`src/emb_pkg.sv`:
```
// Shared constants and types for the external memory bus pin block
package emb_pkg;
  // Address widths: internal, external pins, low address lines; then the data width
  localparam int unsigned EMB_INT_AW = 24;
  localparam int unsigned EMB_EXT_AW = 20;
  localparam int unsigned EMB_LOW_AW = 16;
  localparam int unsigned EMB_DW = 16;
  // Field positions on the external address and the shared lines
  localparam int unsigned EMB_UPPER_LSB = 16;
  localparam int unsigned EMB_HIGH_LANE_LSB = 8;
  // First fetch address after reset; its low 20 bits appear on the pins
  localparam logic [23:0] EMB_RESET_VECTOR = 24'hFF2080;
  // Phase lengths in clock cycles
  localparam logic [3:0] EMB_ADDR_CYC = 4'h1;
  localparam logic [3:0] EMB_DATA_CYC = 4'h2;
  localparam logic [3:0] EMB_SYNC_CYC = 4'h2;
  // Values after reset
  localparam logic [15:0] EMB_DATA_RST = 16'h0000;
  localparam logic [3:0] EMB_CNT_RST = 4'h0;
  // Bus cycle sequencer states, one-hot
  typedef enum logic [3:0] {
    EMB_ST_IDLE = 4'h1,
    EMB_ST_ADDR = 4'h2,
    EMB_ST_DATA = 4'h4,
    EMB_ST_SYNC = 4'h8
  } emb_state_t;
endpackage

```
`src/emb_bus.sv`:
```
// External memory bus pin sequencer: address, shared lines, latch strobe
`timescale 1ns/1ps
// Contract
// - Low address lines hold bits 0-15 all cycle; released in read sync cycles
// - Upper lines hold bits 16-19 all cycle; released in read sync cycles
// - Internal 24-bit address, only low 20 out
// - First fetch after reset at reset vector
// - Mux16: address in the first cycle, then data
// - Mux8: upper shared hold address, lower multiplexed
// - Demux16: shared lines carry only data
// - Demux8: upper lines show internal high byte
// - Latch strobe only on external cycles
// - Latch strobe marks cycle start, valid address
// - Byte-high strobe low for word, high byte on 16-bit bus only
// - Lanes decoded from size, address bit and width
// - Config bit picks byte-high or write-high
module emb_bus #(
  parameter logic [3:0] ADDR_CYC = emb_pkg::EMB_ADDR_CYC,
  parameter logic [3:0] DATA_CYC = emb_pkg::EMB_DATA_CYC
) (
  input wire logic CLOCK_IN,
  input wire logic SRST_IN,
  input wire logic REQ_IN,
  input wire logic REQ_EXT_IN,
  input wire logic [23:0] REQ_ADDR_IN,
  input wire logic REQ_WRITE_IN,
  input wire logic REQ_WORD_IN,
  input wire logic [15:0] REQ_WDATA_IN,
  input wire logic BUS_WIDE_IN,
  input wire logic BUS_MUX_IN,
  input wire logic [7:0] INT_HIGH_BYTE_IN,
  input wire logic BHE_SELECT_IN,
  input wire logic PORT5_SPECIAL_IN,
  input wire logic [15:0] SHARED_IN,
  output logic REQ_READY_OUT,
  output logic DONE_OUT,
  output logic [15:0] RD_DATA_OUT,
  output logic [15:0] LOW_ADDR_OUT,
  output logic LOW_ADDR_OE_N_OUT,
  output logic [3:0] UPPER_ADDR_OUT,
  output logic UPPER_ADDR_OE_N_OUT,
  output logic [15:0] SHARED_OUT,
  output logic [1:0] SHARED_OE_N_OUT,
  output logic ALE_OUT,
  output logic BYTE_HIGH_ENABLE_N_OUT,
  output logic BYTE_HIGH_ENABLE_OE_N_OUT
);
  ////////////////////////////////////////////////////////////////////////////
  // Declarations
  emb_pkg::emb_state_t st_reg;
  emb_pkg::emb_state_t st_next;
  logic [3:0] cnt_reg;
  logic [3:0] cnt_next;
  logic boot_reg;
  logic [19:0] addr_reg;
  logic [15:0] wdata_reg;
  logic wr_reg;
  logic word_reg;
  logic wide_reg;
  logic mux_reg;
  logic done_reg;
  logic [15:0] rd_reg;
  logic [15:0] low_addr_reg;
  logic low_oe_n_reg;
  logic [3:0] upper_reg;
  logic upper_oe_n_reg;
  logic [15:0] shared_reg;
  logic [1:0] shared_oe_n_reg;
  logic ale_reg;
  logic bhe_pin_reg;
  logic bhe_oe_n_reg;
  logic [15:0] shared_sync;

  if (ADDR_CYC == 4'h0 || DATA_CYC == 4'h0) begin : g_chk
    $error("emb_bus phase lengths must be at least one cycle");
  end

  ////////////////////////////////////////////////////////////////////////////
  // Request acceptance
  wire idle = (st_reg == emb_pkg::EMB_ST_IDLE);
  wire taken = idle & REQ_IN & REQ_EXT_IN;
  wire int_taken = idle & REQ_IN & ~REQ_EXT_IN; // No pin activity
  wire cnt_zero = (cnt_reg == 4'h0);
  // Reset vector replaces the first address after reset
  wire [23:0] in_addr = boot_reg ? emb_pkg::EMB_RESET_VECTOR : REQ_ADDR_IN;

  // Current cycle fields: live inputs on the take cycle, else held copies
  wire [19:0] cur_addr = taken ? in_addr[19:0] : addr_reg;
  wire [15:0] cur_wdata = taken ? REQ_WDATA_IN : wdata_reg;
  wire cur_wr = taken ? REQ_WRITE_IN : wr_reg;
  wire cur_word = taken ? REQ_WORD_IN : word_reg;
  wire cur_wide = taken ? BUS_WIDE_IN : wide_reg;
  wire cur_mux = taken ? BUS_MUX_IN : mux_reg;

  ////////////////////////////////////////////////////////////////////////////
  // Sequencer next state
  always_comb begin
    st_next = st_reg;
    cnt_next = cnt_reg;
    unique case (st_reg)
      emb_pkg::EMB_ST_IDLE: begin
        if (taken) begin
          st_next = emb_pkg::EMB_ST_ADDR;
          cnt_next = ADDR_CYC - 4'h1;
        end
      end
      emb_pkg::EMB_ST_ADDR: begin
        if (cnt_zero) begin
          st_next = emb_pkg::EMB_ST_DATA;
          cnt_next = DATA_CYC - 4'h1;
        end else begin
          cnt_next = cnt_reg - 4'h1;
        end
      end
      emb_pkg::EMB_ST_DATA: begin
        if (cnt_zero && wr_reg) begin
          st_next = emb_pkg::EMB_ST_IDLE;
        end else if (cnt_zero) begin
          st_next = emb_pkg::EMB_ST_SYNC;
          cnt_next = emb_pkg::EMB_SYNC_CYC - 4'h1;
        end else begin
          cnt_next = cnt_reg - 4'h1;
        end
      end
      emb_pkg::EMB_ST_SYNC: begin
        if (cnt_zero) begin
          st_next = emb_pkg::EMB_ST_IDLE;
        end else begin
          cnt_next = cnt_reg - 4'h1;
        end
      end
      default: begin
        st_next = emb_pkg::EMB_ST_IDLE;
        cnt_next = emb_pkg::EMB_CNT_RST;
      end
    endcase
  end

  // Completion and read capture points
  wire wr_end = (st_reg == emb_pkg::EMB_ST_DATA) & cnt_zero & wr_reg;
  wire rd_end = (st_reg == emb_pkg::EMB_ST_SYNC) & cnt_zero;
  wire done_next = wr_end | rd_end | int_taken;
  // 8-bit bus returns its byte in the low half
  wire [15:0] rd_next = wide_reg ? shared_sync : {8'h00, shared_sync[7:0]};

  ////////////////////////////////////////////////////////////////////////////
  // Pin decode for the next cycle
  wire n_addr_ph = (st_next == emb_pkg::EMB_ST_ADDR);
  wire n_data_ph = (st_next == emb_pkg::EMB_ST_DATA);
  wire n_busy = n_addr_ph | n_data_ph;
  wire lane_bhe_n;
  wire lane_high;
  wire lane_low;

  emb_lane u_lane (
    .word_in(cur_word),
    .addr0_in(cur_addr[0]),
    .wide_in(cur_wide),
    .byte_high_enable_n_out(lane_bhe_n),
    .high_lane_out(lane_high),
    .low_lane_out(lane_low)
  );

  // 8-bit bus carries an odd byte on the low lane
  wire [7:0] data_lo = (~cur_wide & cur_addr[0]) ? cur_wdata[15:8] : cur_wdata[7:0];
  wire [7:0] data_hi = cur_wdata[15:8];
  // Upper shared byte: address in mux8 and mux16 address phase, internal byte in demux8, else data
  wire hi_is_addr = cur_mux & (n_addr_ph | ~cur_wide);
  wire hi_is_int = ~cur_mux & ~cur_wide;
  wire [7:0] sh_hi_next = hi_is_addr ? cur_addr[15:8] :
                          hi_is_int ? INT_HIGH_BYTE_IN : data_hi;
  wire sh_hi_drive = n_busy & (hi_is_addr | hi_is_int | (cur_wr & lane_high));
  // Lower shared byte: address only in the mux address phase
  wire lo_is_addr = cur_mux & n_addr_ph;
  wire [7:0] sh_lo_next = lo_is_addr ? cur_addr[7:0] : data_lo;
  wire sh_lo_drive = n_busy & (lo_is_addr | (cur_wr & lane_low));

  // Shared strobe pin: byte-high enable or write-high, by configuration
  wire wrh_n = ~(n_data_ph & cur_wr & lane_high);
  wire bhe_n = n_busy ? lane_bhe_n : 1'b1;
  wire bhe_pin_next = BHE_SELECT_IN ? bhe_n : wrh_n;

  ////////////////////////////////////////////////////////////////////////////
  // Synchronised shared-line input
  emb_sync #(
    .WIDTH(emb_pkg::EMB_DW)
  ) u_sync (
    .CLOCK_IN(CLOCK_IN),
    .SRST_IN(SRST_IN),
    .d_in(SHARED_IN),
    .q_out(shared_sync)
  );

  ////////////////////////////////////////////////////////////////////////////
  // Sequencer and request registers
  always_ff @(posedge CLOCK_IN) begin
    if (SRST_IN) begin
      st_reg <= emb_pkg::EMB_ST_IDLE;
      cnt_reg <= emb_pkg::EMB_CNT_RST;
      boot_reg <= 1'b1;
      done_reg <= 1'b0;
      rd_reg <= emb_pkg::EMB_DATA_RST;
    end else begin
      st_reg <= st_next;
      cnt_reg <= cnt_next;
      boot_reg <= boot_reg & ~(REQ_IN & idle);
      done_reg <= done_next;
      rd_reg <= rd_end ? rd_next : rd_reg;
    end
  end

  // Held copy of the accepted request
  always_ff @(posedge CLOCK_IN) begin
    if (SRST_IN) begin
      addr_reg <= '0;
      wdata_reg <= emb_pkg::EMB_DATA_RST;
      {wr_reg, word_reg, wide_reg, mux_reg} <= 4'h0;
    end else begin
      addr_reg <= cur_addr;
      wdata_reg <= cur_wdata;
      {wr_reg, word_reg, wide_reg, mux_reg} <= {cur_wr, cur_word, cur_wide, cur_mux};
    end
  end

  // Pin registers; address lines driven in the address and data phases, released in read sync cycles
  always_ff @(posedge CLOCK_IN) begin
    if (SRST_IN) begin
      low_addr_reg <= '0;
      low_oe_n_reg <= 1'b1;
      upper_reg <= 4'h0;
      upper_oe_n_reg <= 1'b1;
      shared_reg <= emb_pkg::EMB_DATA_RST;
      shared_oe_n_reg <= 2'h3;
      ale_reg <= 1'b0;
      bhe_pin_reg <= 1'b1;
      bhe_oe_n_reg <= 1'b1;
    end else begin
      low_addr_reg <= cur_addr[15:0];
      low_oe_n_reg <= ~n_busy;
      upper_reg <= cur_addr[19:16];
      upper_oe_n_reg <= ~n_busy;
      shared_reg <= {sh_hi_next, sh_lo_next};
      shared_oe_n_reg <= {~sh_hi_drive, ~sh_lo_drive};
      ale_reg <= n_addr_ph;
      bhe_pin_reg <= bhe_pin_next;
      bhe_oe_n_reg <= ~PORT5_SPECIAL_IN;
    end
  end

  ////////////////////////////////////////////////////////////////////////////
  // Outputs
  assign REQ_READY_OUT = idle;
  assign DONE_OUT = done_reg;
  assign RD_DATA_OUT = rd_reg;
  assign LOW_ADDR_OUT = low_addr_reg;
  assign LOW_ADDR_OE_N_OUT = low_oe_n_reg;
  assign UPPER_ADDR_OUT = upper_reg;
  assign UPPER_ADDR_OE_N_OUT = upper_oe_n_reg;
  assign SHARED_OUT = shared_reg;
  assign SHARED_OE_N_OUT = shared_oe_n_reg;
  assign ALE_OUT = ale_reg;
  assign BYTE_HIGH_ENABLE_N_OUT = bhe_pin_reg;
  assign BYTE_HIGH_ENABLE_OE_N_OUT = bhe_oe_n_reg;

  wire busy = (st_reg == emb_pkg::EMB_ST_ADDR) | (st_reg == emb_pkg::EMB_ST_DATA);
endmodule

```
`src/emb_sync.sv`:
```
// Two-flop synchroniser for pin inputs
`timescale 1ns/1ps
module emb_sync #(
  parameter int unsigned WIDTH = 16
) (
  input wire logic CLOCK_IN,
  input wire logic SRST_IN,
  input wire logic [WIDTH-1:0] d_in,
  output logic [WIDTH-1:0] q_out
);
  logic [WIDTH-1:0] meta_reg;
  logic [WIDTH-1:0] sync_reg;

  // Width must be usable
  if (WIDTH < 1) begin : g_chk
    $error("emb_sync width must be at least one");
  end

  // First stage is read only by the second stage
  always_ff @(posedge CLOCK_IN) begin
    if (SRST_IN) begin
      meta_reg <= '0;
      sync_reg <= '0;
    end else begin
      meta_reg <= d_in;
      sync_reg <= meta_reg;
    end
  end

  assign q_out = sync_reg;
endmodule

```
`src/emb_lane.sv`:
```
// Byte lane decode from access size, address bit zero and bus width
`timescale 1ns/1ps
module emb_lane (
  input wire logic word_in,
  input wire logic addr0_in,
  input wire logic wide_in,
  output logic byte_high_enable_n_out,
  output logic high_lane_out,
  output logic low_lane_out
);
  // 16-bit bus: word uses both lanes; odd byte high lane; even byte low lane. 8-bit bus: low lane only
  assign high_lane_out = wide_in & (word_in | addr0_in);
  assign low_lane_out = ~wide_in | word_in | ~addr0_in;
  // Strobe low only for 16-bit word or high-byte transfers
  assign byte_high_enable_n_out = ~high_lane_out;
endmodule

```
`config.mk`:
```
export PLATFORM = sky130hd
export DESIGN_NAME = emb_bus
export DESIGN_NICKNAME = d
export VERILOG_FILES = /design/src/emb_pkg.sv /design/src/emb_bus.sv /design/src/emb_sync.sv /design/src/emb_lane.sv
export SDC_FILE = /design/constraint.sdc
export NUM_CORES = 1
export LEC_CHECK = 0
export BUFFER_PORTS_ARGS = -buffer_cell sky130_fd_sc_hd__buf_4
export CAP_MARGIN = 15
export CORE_UTILIZATION = 30
export DETAILED_ROUTE_END_ITERATION = 8
export SLEW_MARGIN = 20
export SYNTH_ARGS = -nofsm -noshare
export SYNTH_HDL_FRONTEND = slang
export SYNTH_HIERARCHICAL = 1
export SYNTH_SLANG_ARGS = --single-unit
export TNS_END_PERCENT = 5
```
`constraint.sdc`:
```
create_clock -name CLOCK_IN -period 3.03 [get_ports CLOCK_IN]
set_clock_uncertainty 0.1 [all_clocks]
set_input_delay 0.606 -clock CLOCK_IN [delete_from_list [all_inputs] [get_ports CLOCK_IN]]
set_output_delay 0.606 -clock CLOCK_IN [all_outputs]
set_load 0.01 [all_outputs]
```
; Yosys cells after proc, flatten, opt, wreduce, memory -nomap -nowiden
; Index checks and enable logic that the tools add are counted.
[totals]
ramBits = 0
reg_bits = 140
romBits = 0
inputBits = 74
latch_bits = 0
mem_count = 0
word_cells = 98
output_inout_bits = 61
[classes]
eq_ne = 9
n_reduce_logical = 3
n_addsub = 1
n_mux = 25
shift = 0
n_div = 0
multipliers = 0
bitwise = 39
order_cmp = 0
[ops]
columns = op, count
row1 = 20-bit two-way mux, 2
row2 = 4-bit two-way mux, 9
row3 = 16-bit two-way mux, 2
row4 = 8-bit two-way mux, 4
row5 = 4-bit case mux with 4 select lines, 2
row6 = 1-bit AND, 18
row7 = 1-bit inverter, 11
row8 = 1-bit bitwise OR, 10
row9 = 4-bit by 2-bit equality test with 1-bit output (second input constant), 2
row10 = 4-bit by 3-bit equality test with 1-bit output (second input constant), 2
row11 = 1-bit two-way mux, 6
row12 = 4-bit by 1-bit equality test with 1-bit output (second input constant), 1
row13 = 4-bit equality test (second input constant), 1
row14 = 4-bit zero test, 1
row15 = 2-bit inequality test (second input constant), 2
row16 = 4-bit by 1-bit subtractor with 4-bit output (second input constant), 1
row17 = 3-bit AND reduction, 1
row18 = 2-bit by 1-bit inequality test with 1-bit output (second input constant), 1
row19 = 1-bit logical AND, 1

; Logic depth before layout (Yosys ltp)
; Gate-level depths: netlist of the first run.
[depth]
ltp_word = 12
mapped_depth = 12
depth_no_buf = 9

; By module
; Netlist of the first run, hierarchy kept.
[by_module_without_submodules]
columns = mod, area_each_um2, seq_area_each_um2, cells_each, n_inst
row1 = emb_bus, 3769.9, 1761.7, 431, 1
row2 = emb_sync, 863.3, 640.6, 67, 1
row3 = emb_lane, 20.0, 0.0, 3, 1

; Least setup slack after synthesis of the first run
; Ideal clock, no wire load.
[synth_path]
path_type = register to register
startpoint = register st_reg[3]
endpoint = register bhe_pin_reg, in the netlist BYTE_HIGH_ENABLE_N_OUT
setup_slack_ns = 0.669
path_buffers = 2
period_less_slack_ns = 2.361
path_stages_with_launch = 11
t_arrival_ns = 2.134
required_ns = 2.803
setup_ns = 0.127
cell_sequence = dfxtp_1 > buf_6 > or4b_4 > buf_4 > clkinv_2 > nand3_2 > o21ai_0 > o21a_1 > inv_1 > nor4_1 > o21ai_0
[synth_between]
elab_cells_between_ends = 27
classes_between = eq/ne: 6 / mux: 12 / bitwise: 9
[synth_rtl]
columns = element, line_no
row1 = "start, declared", emb_bus.sv:50  ; emb_pkg::emb_state_t st_reg;
row2 = "start signal, assigned", emb_bus.sv:198  ; st_reg <= emb_pkg::EMB_ST_IDLE;
row3 = "start signal, assigned", emb_bus.sv:204  ; st_reg <= st_next;
row4 = 4-bit by 1-bit equality test with 1-bit output (*), emb_bus.sv:80  ; wire idle = (st_reg == emb_pkg::EMB_ST_IDLE);
row5 = net REQ_READY_OUT, emb_bus.sv:35  ; output logic REQ_READY_OUT,
row6 = 1-bit AND (*) (2 in a row), emb_bus.sv:81  ; wire taken = idle & REQ_IN & REQ_EXT_IN;
row7 = 20-bit two-way mux (*), emb_bus.sv:88  ; wire [19:0] cur_addr = taken ? in_addr[19:0] : addr_reg;
row8 = net cur_addr[0], emb_bus.sv:88
row9 = 1-bit bitwise OR (*), emb_lane.sv:12  ; assign high_lane_out = wide_in & (word_in | addr0_in);
row10 = 1-bit AND (*), emb_lane.sv:12
row11 = net lane_high, emb_bus.sv:152  ; wire lane_high;
row12 = 1-bit AND / 1-bit inverter (equally long branches), "emb_bus.sv:179, emb_lane.sv:15"
row13 = 1-bit inverter / 1-bit two-way mux (equally long branches), "emb_bus.sv:179, emb_bus.sv:180"
row14 = 1-bit two-way mux (*), emb_bus.sv:181  ; wire bhe_pin_next = BHE_SELECT_IN ? bhe_n : wrh_n;
row15 = "end signal, assigned", emb_bus.sv:245  ; bhe_pin_reg <= bhe_pin_next;
row16 = "end, declared", emb_bus.sv:70  ; logic bhe_pin_reg;
; The timed path passes the listed nets; every way through them passes the cells marked *.
; A chain may end at the register's enable or synchronous reset.

; Worst setup path after layout of the first run
[layout_path]
startpoint = register st_reg[0]
endpoint = register shared_reg[12], in the netlist SHARED_OUT[12]
[layout_between]
elab_chain_cells = 9
elab_cells_between_ends = 24
classes_between = eq/ne: 5 / mux: 12 / bitwise: 7
[layout_rtl]
columns = element, line_no
row1 = 4-bit by 1-bit equality test with 1-bit output, "emb_bus.sv:80, emb_bus.sv:100"
row2 = 1-bit AND (2 in a row), emb_bus.sv:81
row3 = 4-bit two-way mux, emb_bus.sv:102  ; if (taken) begin
row4 = 4-bit case mux with 4 select lines, emb_bus.sv:100  ; unique case (st_reg)
row5 = 4-bit by 2-bit equality test with 1-bit output, emb_bus.sv:148  ; wire n_addr_ph = (st_next == emb_pkg::EMB_ST_ADDR);
row6 = 1-bit bitwise OR, emb_bus.sv:168  ; wire hi_is_addr = cur_mux & (n_addr_ph | ~cur_wide);
row7 = 1-bit AND, emb_bus.sv:168
row8 = 8-bit two-way mux (*), emb_bus.sv:170  ; wire [7:0] sh_hi_next = hi_is_addr ? cur_addr[15:8] :
row9 = "end signal, assigned", emb_bus.sv:232  ; shared_reg <= emb_pkg::EMB_DATA_RST;
row10 = "end signal, assigned", emb_bus.sv:242  ; shared_reg <= {sh_hi_next, sh_lo_next};
row11 = "end, declared", emb_bus.sv:67  ; logic [15:0] shared_reg;
; Mark *: on every way between the ends. The rest lies on a longest branch, timed or not.

==> results by group, run 1 <==
GRT
  – Vias in the first global route: roughly 3800
  – Met3 GRT Util: 0.0590
  – Gr ovfl total: 0
  – Met2 Use GR: 0.249
  – Initial antenna violation count: 0
  – Largest net degree at the start of global routing: 57
  – Gr usage total: 0.152
  – First-pass GRT wire length: between 15000 and 20000 um
  – Met1 GRT Util: 0.179
  – GR peak layer: met2

Synthesis
  – Syn Nets: around 580
  – Largest area contributor in the netlist: dfxtp_1
  – Post-synthesis sequential area ratio: 0.516
  – Async SR Flop Fraction: 0
  – #FFs+latches synth: 120
  – Mean Syn Cell Area: 9.29 um^2
  – Share of the synthesized area in the top cell type: 0.516
  – Post-synth cell types: 51
  – Synth area leaders: dfxtp_1, mux2i_1, nor2b_1, a21oi_1, nand2_1
  – Synth Flop Type: dfxtp_1
  – Number of synthesis warnings: 6
  – Synth Instances: roughly 500
  – EDFF count, synth: 0
  – Post-Syn Area: 4650 um^2

Final layout
  – Nets: just over 700
  – Area Growth Syn to Fin: 36.7%
  – Ant. Diodes: 0
  – Largest register FFs: 20
  – Number of fillers in the final layout: around 1500
  – Share of cells above drive strength 1: 0.287

Setup path
  – CP required: 3.26 ns
  – Path depth of the worst reg2reg path: 7
  – Reg2reg end: SHARED_OUT[12]
  – Crit path max fanout: 32
  – Setup Crit Path Kind: flop to flop
  – Reg2reg setup slack: between 0.2 and 0.3 ns
  – Startpoint Class: flop
  – Data arrival, critical path: 3.00 ns
  – Reg-to-Reg Start: st_reg[0]
  – Crit. End Element: flop

Timing
  – Hold Vio Cnt, Final: 0
  – Period utilization: 0.913
  – Actual slew at the worst max-slew pin: about 0.76 ns
  – Setup TNS: 0 ns
  – Unrepaired setup endpoints after global routing: false
  – Final setup vio count: 0
  – Final Max Tran Viols: 0
  – Max Fclk: 0.362 GHz
  – Fin worst setup slack: between 0.2 and 0.3 ns
  – Slew margin rel.: 0.490
  – Crit path time final: around 2.8 ns

Floorplan
  – # IOs: 135
  – Number of cell rows: 45
  – Die Area: around 16000 um^2
  – Die height: ~130 um
  – Area of the core: approximately 15000 um^2
  – Die Wd: 127 um
  – Initial core utilization: 0.307

Placement
  – Post-DP HPWL: 8330 um
  – Count of input and output buffers: 130
  – GPL Wtd Cong: 0.869
  – Dpl ws: around 0.28 ns

Clock network
  – H-Tree Level Count: 4
  – Clock sinks: 120
  – Clock Path Buffers: 2
  – CTS tree: done
  – Clock buffer count from CTS: 17
  – Worst-path clk slew: roughly 0.050 ns
  – Worst skew pair latency: 0.41 ns
  – Hold buffer count at CTS: 0
  – Setup bufs post-CTS: 0
  – Root buffer cell: clkbuf_16
  – Cts repair resizes: 0

Route
  – Vias: around 3900
  – DR WL/cell: 14.4 um
  – 1st-iter DRT viols: 198
  – Residual DRC: 0
  – Antenna Violating Nets Remaining: 0
  – Routed wire length: 11900 um
  – Vias per cell: 4.68
  – Drt pass-1 iters: 5

Hold path
  – Min-delay src: PORT5_SPECIAL_IN
  – Endpoint, Worst Hold: BYTE_HIGH_ENABLE_OE_N_OUT
  – WHS Path Cells: 2
  – Worst hold path class: input pin to flop

Power
  – Cell Pwr Density: about 650 nW/um^2
  – Pleak: around 0.0027 uW
  – VDD IR max: 0.411 mV

Outcome
  – Status: finished clean

Job
  – Max-cap viol count: 0
how the worst max path moves through the flow:
stage	startpoint	to	slack (ns)	cells past startpoint
floorplan	st_reg[3]	BYTE_HIGH_ENABLE_N_OUT	0.67	10
global placement	st_reg[0]	SHARED_OUT[14]	0.38	7
detailed placement	st_reg[0]	SHARED_OUT[12]	0.28	7
CTS	st_reg[0]	SHARED_OUT[12]	0.27	7
global route	st_reg[0]	SHARED_OUT[8]	0.05	7
finish	st_reg[0]	SHARED_OUT[12]	0.26	7
layout by cell type (no fill, tap or decap), types with 3 or more instances in the layout:
cell type / netlist / layout
nor2b_1: 34 / 34
a22o_1: 8 / 8
dfxtp_1: 120 / 120
clkinv_2: 1 / 5
or2_2: 6 / 6
nor3_1: 11 / 11
nor4_1: 16 / 16
a211oi_1: 9 / 9
nor2_1: 48 / 48
o21a_1: 3 / 3
nand2b_1: 6 / 6
nand2_1: 48 / 48
clkbuf_8: 0 / 4
nand3_1: 11 / 11
nand3b_1: 7 / 7
mux2i_1: 33 / 33
o21ai_0: 15 / 15
clkbuf_16: 0 / 17
a21oi_1: 37 / 37
buf_4: 6 / 137
and2_1: 3 / 3
inv_1: 21 / 21
critical path: stages (launching register included):
cell	delay [ns]
dfxtp_1	0.49
or4b_4	0.68
clkinv_2	0.16
nand3_2	0.09
buf_4	0.26
mux2i_1	0.56
o21ai_0	0.18
mux2i_1	0.16
cell families after synthesis:
kind of cell,Yosys count,share of synthesized area
simple gates,203,0.227
compound gates,89,0.122
mux,34,0.0734
xor+xnor,2,0.00377
buf+inv,51,0.0524
flops,120,0.516
fa+ha+maj,2,0.00538
report_power, final:
group	internal, uW	switching [uW]	total, uW
Sequential	1660	47.1	1710
Combinational	233	261	494
Clock	1290	672	1960
metrics by stage:
stage / instances / util / total power (uW) / hold WS [ns] / area (um^2)
final: 829 / 0.420 / 4160 / 0.254 / 6360
after detailed placement: 798 / 0.381 / 2240 / 0.320 / 5780
after global placement: 798 / 0.381 / 2220 / 0.319 / 5780
after global routing: 829 / 0.420 / 4350 / 0.244 / 6360
after CTS: 829 / 0.420 / 4220 / 0.234 / 6360
after floorplan: 501 / - / 2020 / 0.314 / 4650
Yosys cell counts (all sizes together) (9+ instances only):
cell and count:
a21oi 37, a211oi 9, nor2b 34, dfxtp 120, nor3 12, o21ai 19
nand3 12, nor2 49, buf 14, inv 21, nand2 48, nor4 16
mux2i 33, clkbuf 15
layer usage:
metal | wire length [um] | up-vias
met2 | 5550 | 131
met4 | 94 | 0
met3 | 842 | 10
li1 | - | 1966
met1 | 5440 | 1771
met5 | 0 | -
cell type report:
cell class / count / area, um^2 / share of cell area
Clock buffer: 23 / 488 / 0.0767
Clock inverter: 8 / 95.1 / 0.0150
Inverter: 22 / 83.8 / 0.0132
Multi-Input combinational cell: 330 / 2010 / 0.316
Sequential cell: 120 / 2400 / 0.378
Tap cell: 188 / 235 / 0.0370
Timing Repair Buffer: 138 / 1050 / 0.165
Power figures use the tool's default switching activity.
==> inputs of run 2 (changes only) <==
- MAX_ROUTING_LAYER: unset -> met4
- SLEW_MARGIN: 20 -> unset
==> run 2 against run 1 <==
Against the previous run:
- core utilization is the same
- via count is 0.77% lower
- cell area unchanged
- sequential power hardly changed
- wire length down 0.37%
==> results by group, run 2 (same netlist as run 1, synthesis figures left out) <==
Outcome
  – Status: finished clean

Final layout
  – Ant. Diodes: 0
  – Nets: 705
  – Share of cells above drive strength 1: 0.287
  – Area Growth Syn to Fin: 36.7%
  – Most common cell after layout, fill and taps aside: buf_4
  – Most frequent cells in the layout: buf_4, dfxtp_1, nand2_1, nor2_1, a21oi_1
  – Largest register FFs: 20
  – Number of fillers in the final layout: 1495

Timing
  – Setup TNS: 0 ns
  – Crit path time final: 2.76 ns
  – Max Fclk: 0.363 GHz
  – Hold Vio Cnt, Final: 0
  – Period utilization: 0.910
  – Final setup vio count: 0
  – Unrepaired setup endpoints after global routing: false
  – Actual slew at the worst max-slew pin: 0.750 ns
  – Slew margin rel.: 0.499
  – Final Max Tran Viols: 0

GRT
  – GR peak layer: met2
  – Largest net degree at the start of global routing: between 50 and 60
  – Gr usage total: 0.156
  – Met1 GRT Util: 0.179
  – Initial antenna violation count: 0
  – Met3 GRT Util: 0.0544
  – First-pass GRT wire length: 18500 um
  – Vias in the first global route: 3808
  – Gr ovfl total: 0
  – Met2 Use GR: 0.249

Clock network
  – Clock sinks: 120
  – Worst skew pair latency: 0.41 ns
  – CTS tree: done
  – Root buffer cell: clkbuf_16
  – H-Tree Level Count: 4
  – Cts repair resizes: 0
  – Worst-path clk slew: 0.05 ns
  – Setup bufs post-CTS: 0
  – Clock Path Buffers: 2
  – Clock buffer count from CTS: 17
  – Hold buffer count at CTS: 0

Route
  – Drt pass-1 iters: 5
  – Routed wire length: 11900 um
  – Vias: around 3800
  – 1st-iter DRT viols: between 150 and 200
  – Residual DRC: 0
  – DR WL/cell: 14.3 um
  – Antenna Violating Nets Remaining: 0
  – Vias per cell: ~4.6

Floorplan
  – # IOs: 135
  – Area of the core: 15100 um^2
  – Die Wd: 127 um
  – Die height: 127 um
  – Number of cell rows: 45
  – Die Area: 16000 um^2
  – Initial core utilization: 0.307

Placement
  – Post-DP HPWL: 8330 um
  – Count of input and output buffers: 130
  – GPL Wtd Cong: 0.883

Setup path
  – Data arrival, critical path: 2.99 ns
  – CP required: 3.26 ns
  – CP startpoint: st_reg[0]
  – Startpoint Class: flop
  – Reg-to-Reg Start: st_reg[0]
  – Crit path max fanout: 32
  – Crit. End Element: flop
  – Setup Crit Path Kind: flop to flop

Job
  – Max-cap viol count: 0

Power
  – Cell Pwr Density: 653 nW/um^2
  – Pleak: roughly 0.0027 uW
  – Total power: 4160 uW
  – VDD IR max: 0.407 mV

Hold path
  – Min-delay src: PORT5_SPECIAL_IN
  – Worst hold path class: input pin to flop
[run 2: cell counts in the layout (fill, tap and decap cells not counted)]
Identical to the previous run, type by type.
[run 2: routing by layer]
| metal | vias up | part of all wire |
|---|---|---|
| met5 | - | 0 |
| met4 | 0 | 0.0051 |
| met3 | 6 | 0.075 |
| met2 | 134 | 0.47 |
| li1 | 1964 | - |
| met1 | 1744 | 0.45 |
[run 2: layout make-up]
cell class / instances / area [um^2] / share of cell area
Inverter: 22 / 83.8 / 0.0132
Timing Repair Buffer: 138 / 1050 / 0.165
Multi-Input combinational cell: 330 / 2010 / 0.316
Clock inverter: 8 / 95.1 / 0.0150
Sequential cell: 120 / 2400 / 0.378
Tap cell: 188 / 235 / 0.0370
Clock buffer: 23 / 488 / 0.0767
[run 2: final timing paths]
path         slack, ns                         to  cells past startpoint
max               0.27             SHARED_OUT[12]                      7
min               0.25  BYTE_HIGH_ENABLE_OE_N_OUT                      2
max reg2reg       0.27             SHARED_OUT[12]                      7
min reg2reg       0.33             RD_DATA_OUT[7]                      2
[run 2: power breakdown]
group | switching, uW | internal, uW
registers | 47.2 | 1660
clock network | 667 | 1290
logic | 260 | 233
[run 2: critical path, stage by stage, from the launching register on]
cell and delay (ns):
dfxtp_1 0.50, or4b_4 0.68, clkinv_2 0.16, nand3_2 0.09
buf_4 0.26, mux2i_1 0.55, o21ai_0 0.17, mux2i_1 0.16
[run 2: metrics by stage]
stage | area, um^2 | std cells | util | hold slack [ns] | setup slack, ns
2_1_floorplan | 4650 | 501 | - | 0.314 | 0.669
3_3_place_gp | 5780 | 798 | 0.381 | 0.319 | 0.378
3_5_place_dp | 5780 | 798 | 0.381 | 0.320 | 0.279
4_1_cts | 6360 | 829 | 0.420 | 0.234 | 0.272
5_1_grt | 6360 | 829 | 0.420 | 0.248 | 0.0461
6_report | 6360 | 829 | 0.420 | 0.251 | 0.273
==> inputs of run 3 (changes only) <==
- ABC_AREA: unset -> 1
- REMOVE_ABC_BUFFERS: unset -> 1
==> run 3 against run 2 <==
Against the previous run:
- the run now ends with design-rule violations left
- clock-buffer cell count is 2 lower
- non-clock buffer count stayed put
- total power is 21% higher
- largest power group unchanged
==> results by group, run 3 <==
Outcome
  – Status: finished, violations left
  – Violated checks: design-rule violations

GRT
  – Largest net degree at the start of global routing: between 70 and 80
  – Met2 Use GR: 0.250
  – Initial antenna violation count: 0
  – Gr usage total: 0.158
  – GR peak layer: met2
  – Vias in the first global route: 3734
  – Gr ovfl total: 0
  – Met3 GRT Util: 0.0478
  – Met1 GRT Util: 0.191
  – First-pass GRT wire length: a little under 20000 um

Synthesis
  – Post-synthesis sequential area ratio: 0.497
  – Synth Instances: 655
  – Async SR Flop Fraction: 0
  – Synth Flop Type: dfxtp_1
  – Synth area leaders: dfxtp_1, nand2_1, nor2_1, inv_1, nand3_1
  – EDFF count, synth: 0
  – Post-Syn Area: approximately 4800 um^2
  – Most frequent cell after synthesis: nand2_1
  – Synth top cells by count: nand2_1, dfxtp_1, nor2_1, inv_1, nand3_1
  – Mean Syn Cell Area: 7.37 um^2
  – #FFs+latches synth: 120
  – Number of synthesis warnings: 6
  – Largest area contributor in the netlist: dfxtp_1
  – Post-synth cell types: 32
  – Share of the synthesized area in the top cell type: 0.497

Clock network
  – Root buffer cell: clkbuf_16
  – H-Tree Level Count: 4
  – Worst-path clk slew: approximately 0.060 ns
  – Clock sinks: 120
  – Clock Path Buffers: 2
  – CTS tree: done
  – Setup bufs post-CTS: 0
  – Clock buffer count from CTS: 17
  – Hold buffer count at CTS: 0
  – Cts repair resizes: 0
  – Worst skew pair latency: 0.41 ns

Floorplan
  – Initial core utilization: 0.305
  – Number of cell rows: 46
  – Area of the core: 15800 um^2
  – Die height: 129 um
  – Die Area: 16600 um^2
  – Die Wd: 129 um
  – # IOs: around 140

Timing
  – Final setup vio count: 0
  – Max Fclk: about 0.45 GHz
  – Final Max Tran Viols: 0
  – Fin worst setup slack: 0.806 ns
  – Unrepaired setup endpoints after global routing: false
  – Crit path time final: 2.22 ns
  – Setup TNS: 0 ns
  – Actual slew at the worst max-slew pin: 0.838 ns
  – Hold Vio Cnt, Final: 0
  – Period utilization: 0.734
  – Slew margin rel.: 0.441

Route
  – Antenna Violating Nets Remaining: 0
  – Drt pass-1 iters: 8
  – Residual DRC: 1
  – Routed wire length: 12400 um
  – DR WL/cell: 12.3 um
  – Vias: 4339
  – 1st-iter DRT viols: 223
  – Vias per cell: about 4.3

Final layout
  – Post-layout util: 0.413
  – Nets: around 860
  – Ant. Diodes: 0
  – Number of fillers in the final layout: 1650
  – Most frequent cells in the layout: nand2_1, buf_4, dfxtp_1, nor2_1, inv_1
  – Share of cells above drive strength 1: 0.245
  – Largest register FFs: 20
  – Most common cell after layout, fill and taps aside: nand2_1
  – Area Growth Syn to Fin: 35.3%
  – Final instance area: 6540 um^2

Hold path
  – Worst hold path class: input pin to flop

Setup path
  – Setup Crit Path Kind: flop to flop
  – CP max-delay cell: dfxtp_1
  – CP required: 3.25 ns
  – Crit path max fanout: 19
  – Crit. End Element: flop
  – Startpoint Class: flop
  – Data arrival, critical path: 2.44 ns
  – CP most frequent cell: nand2_1
  – CP Cell Sequence: inv_2 > nand2_1 > nor2_4 > nand4_1 > nand2_2 > nand2_1 > nand2_1 > nand3_1 > nand2_1 > inv_1
  – CP max stage delay: 0.36 ns

Placement
  – Post-DP HPWL: 8450 um
  – Placed Area: 5950 um^2
  – Count of input and output buffers: 130
  – GPL Wtd Cong: 0.818
  – Dpl ws: 0.535 ns

Power
  – Cell Pwr Density: roughly 770 nW/um^2
  – VDD IR max: 0.399 mV
  – Pleak: between 0.003 and 0.004 uW
  – Total power: between 5000 and 6000 uW

Job
  – Max-cap viol count: 0
run 3: changes by cell type after synthesis, sizes merged, moves of 10 or more:
cell,previous run,this run
inv,21,89
mux2i,33,0
nand3,12,55
nor2,49,121
nand4,0,12
nand2,48,148
nor2b,34,0
nor4,16,0
a21oi,37,27
o21ai,19,37
run 3: where the power goes:
part	internal, uW	total (uW)	switching [uW]
clock	1320	2000	680
sequential	1750	1840	89.1
combinational	444	1180	731
run 3: area by class of cell:
class,count,area (um^2),area share
clock inverters,9,125,0.0191
flip-flops and latches,120,2400,0.368
clock buffers,21,460,0.0705
inverters,90,338,0.0517
well taps,216,270,0.0414
multi-input cells,414,1890,0.289
repair buffers,138,1050,0.160
run 3: final timing paths:
| kind | slack [ns] | depth (start not counted) | to | startpoint |
|---|---|---|---|---|
| worst min register to register | 0.29 | 2 | u_sync/q_out[4] | u_sync/meta_reg[4] |
| worst max-delay path | 0.81 | 10 | SHARED_OUT[2] | st_reg[1] |
| worst max register to register | 0.81 | 10 | SHARED_OUT[2] | st_reg[1] |
| worst min-delay path | 0.25 | 2 | BYTE_HIGH_ENABLE_OE_N_OUT | PORT5_SPECIAL_IN |
run 3: cell families (layout without fill, tap and decap cells):
group                      count (synthesis)  after routing  share of synthesized area
AOI/OAI and AO/OA                         68             68                     0.0790
adders and majority gates                  2              2                    0.00518
buffers and inverters                    121            258                      0.111
DFF                                      120            120                      0.497
and+or+nand+nor                          344            344                      0.307
run 3: per-layer routing:
metal  vias to the layer above  wire length (um)
met1                      1927              5730
met3                         9               728
met2                       116              5860
met5                         -                 0
li1                       2287                 -
met4                         0               102
run 3: critical path: cells and delay by family (launching register included):
family / cells / cell delay [ns]
flops: 1 / 0.36
buf+inv: 2 / 0.09
simple gates: 8 / 1.56
run 3: metrics by stage:
step           hold WS [ns]  cells
4_1_cts               0.236   1008
3_3_place_gp          0.289    978
5_1_grt               0.247   1008
6_report              0.246   1008
2_1_floorplan         0.288    624
3_5_place_dp          0.292    978
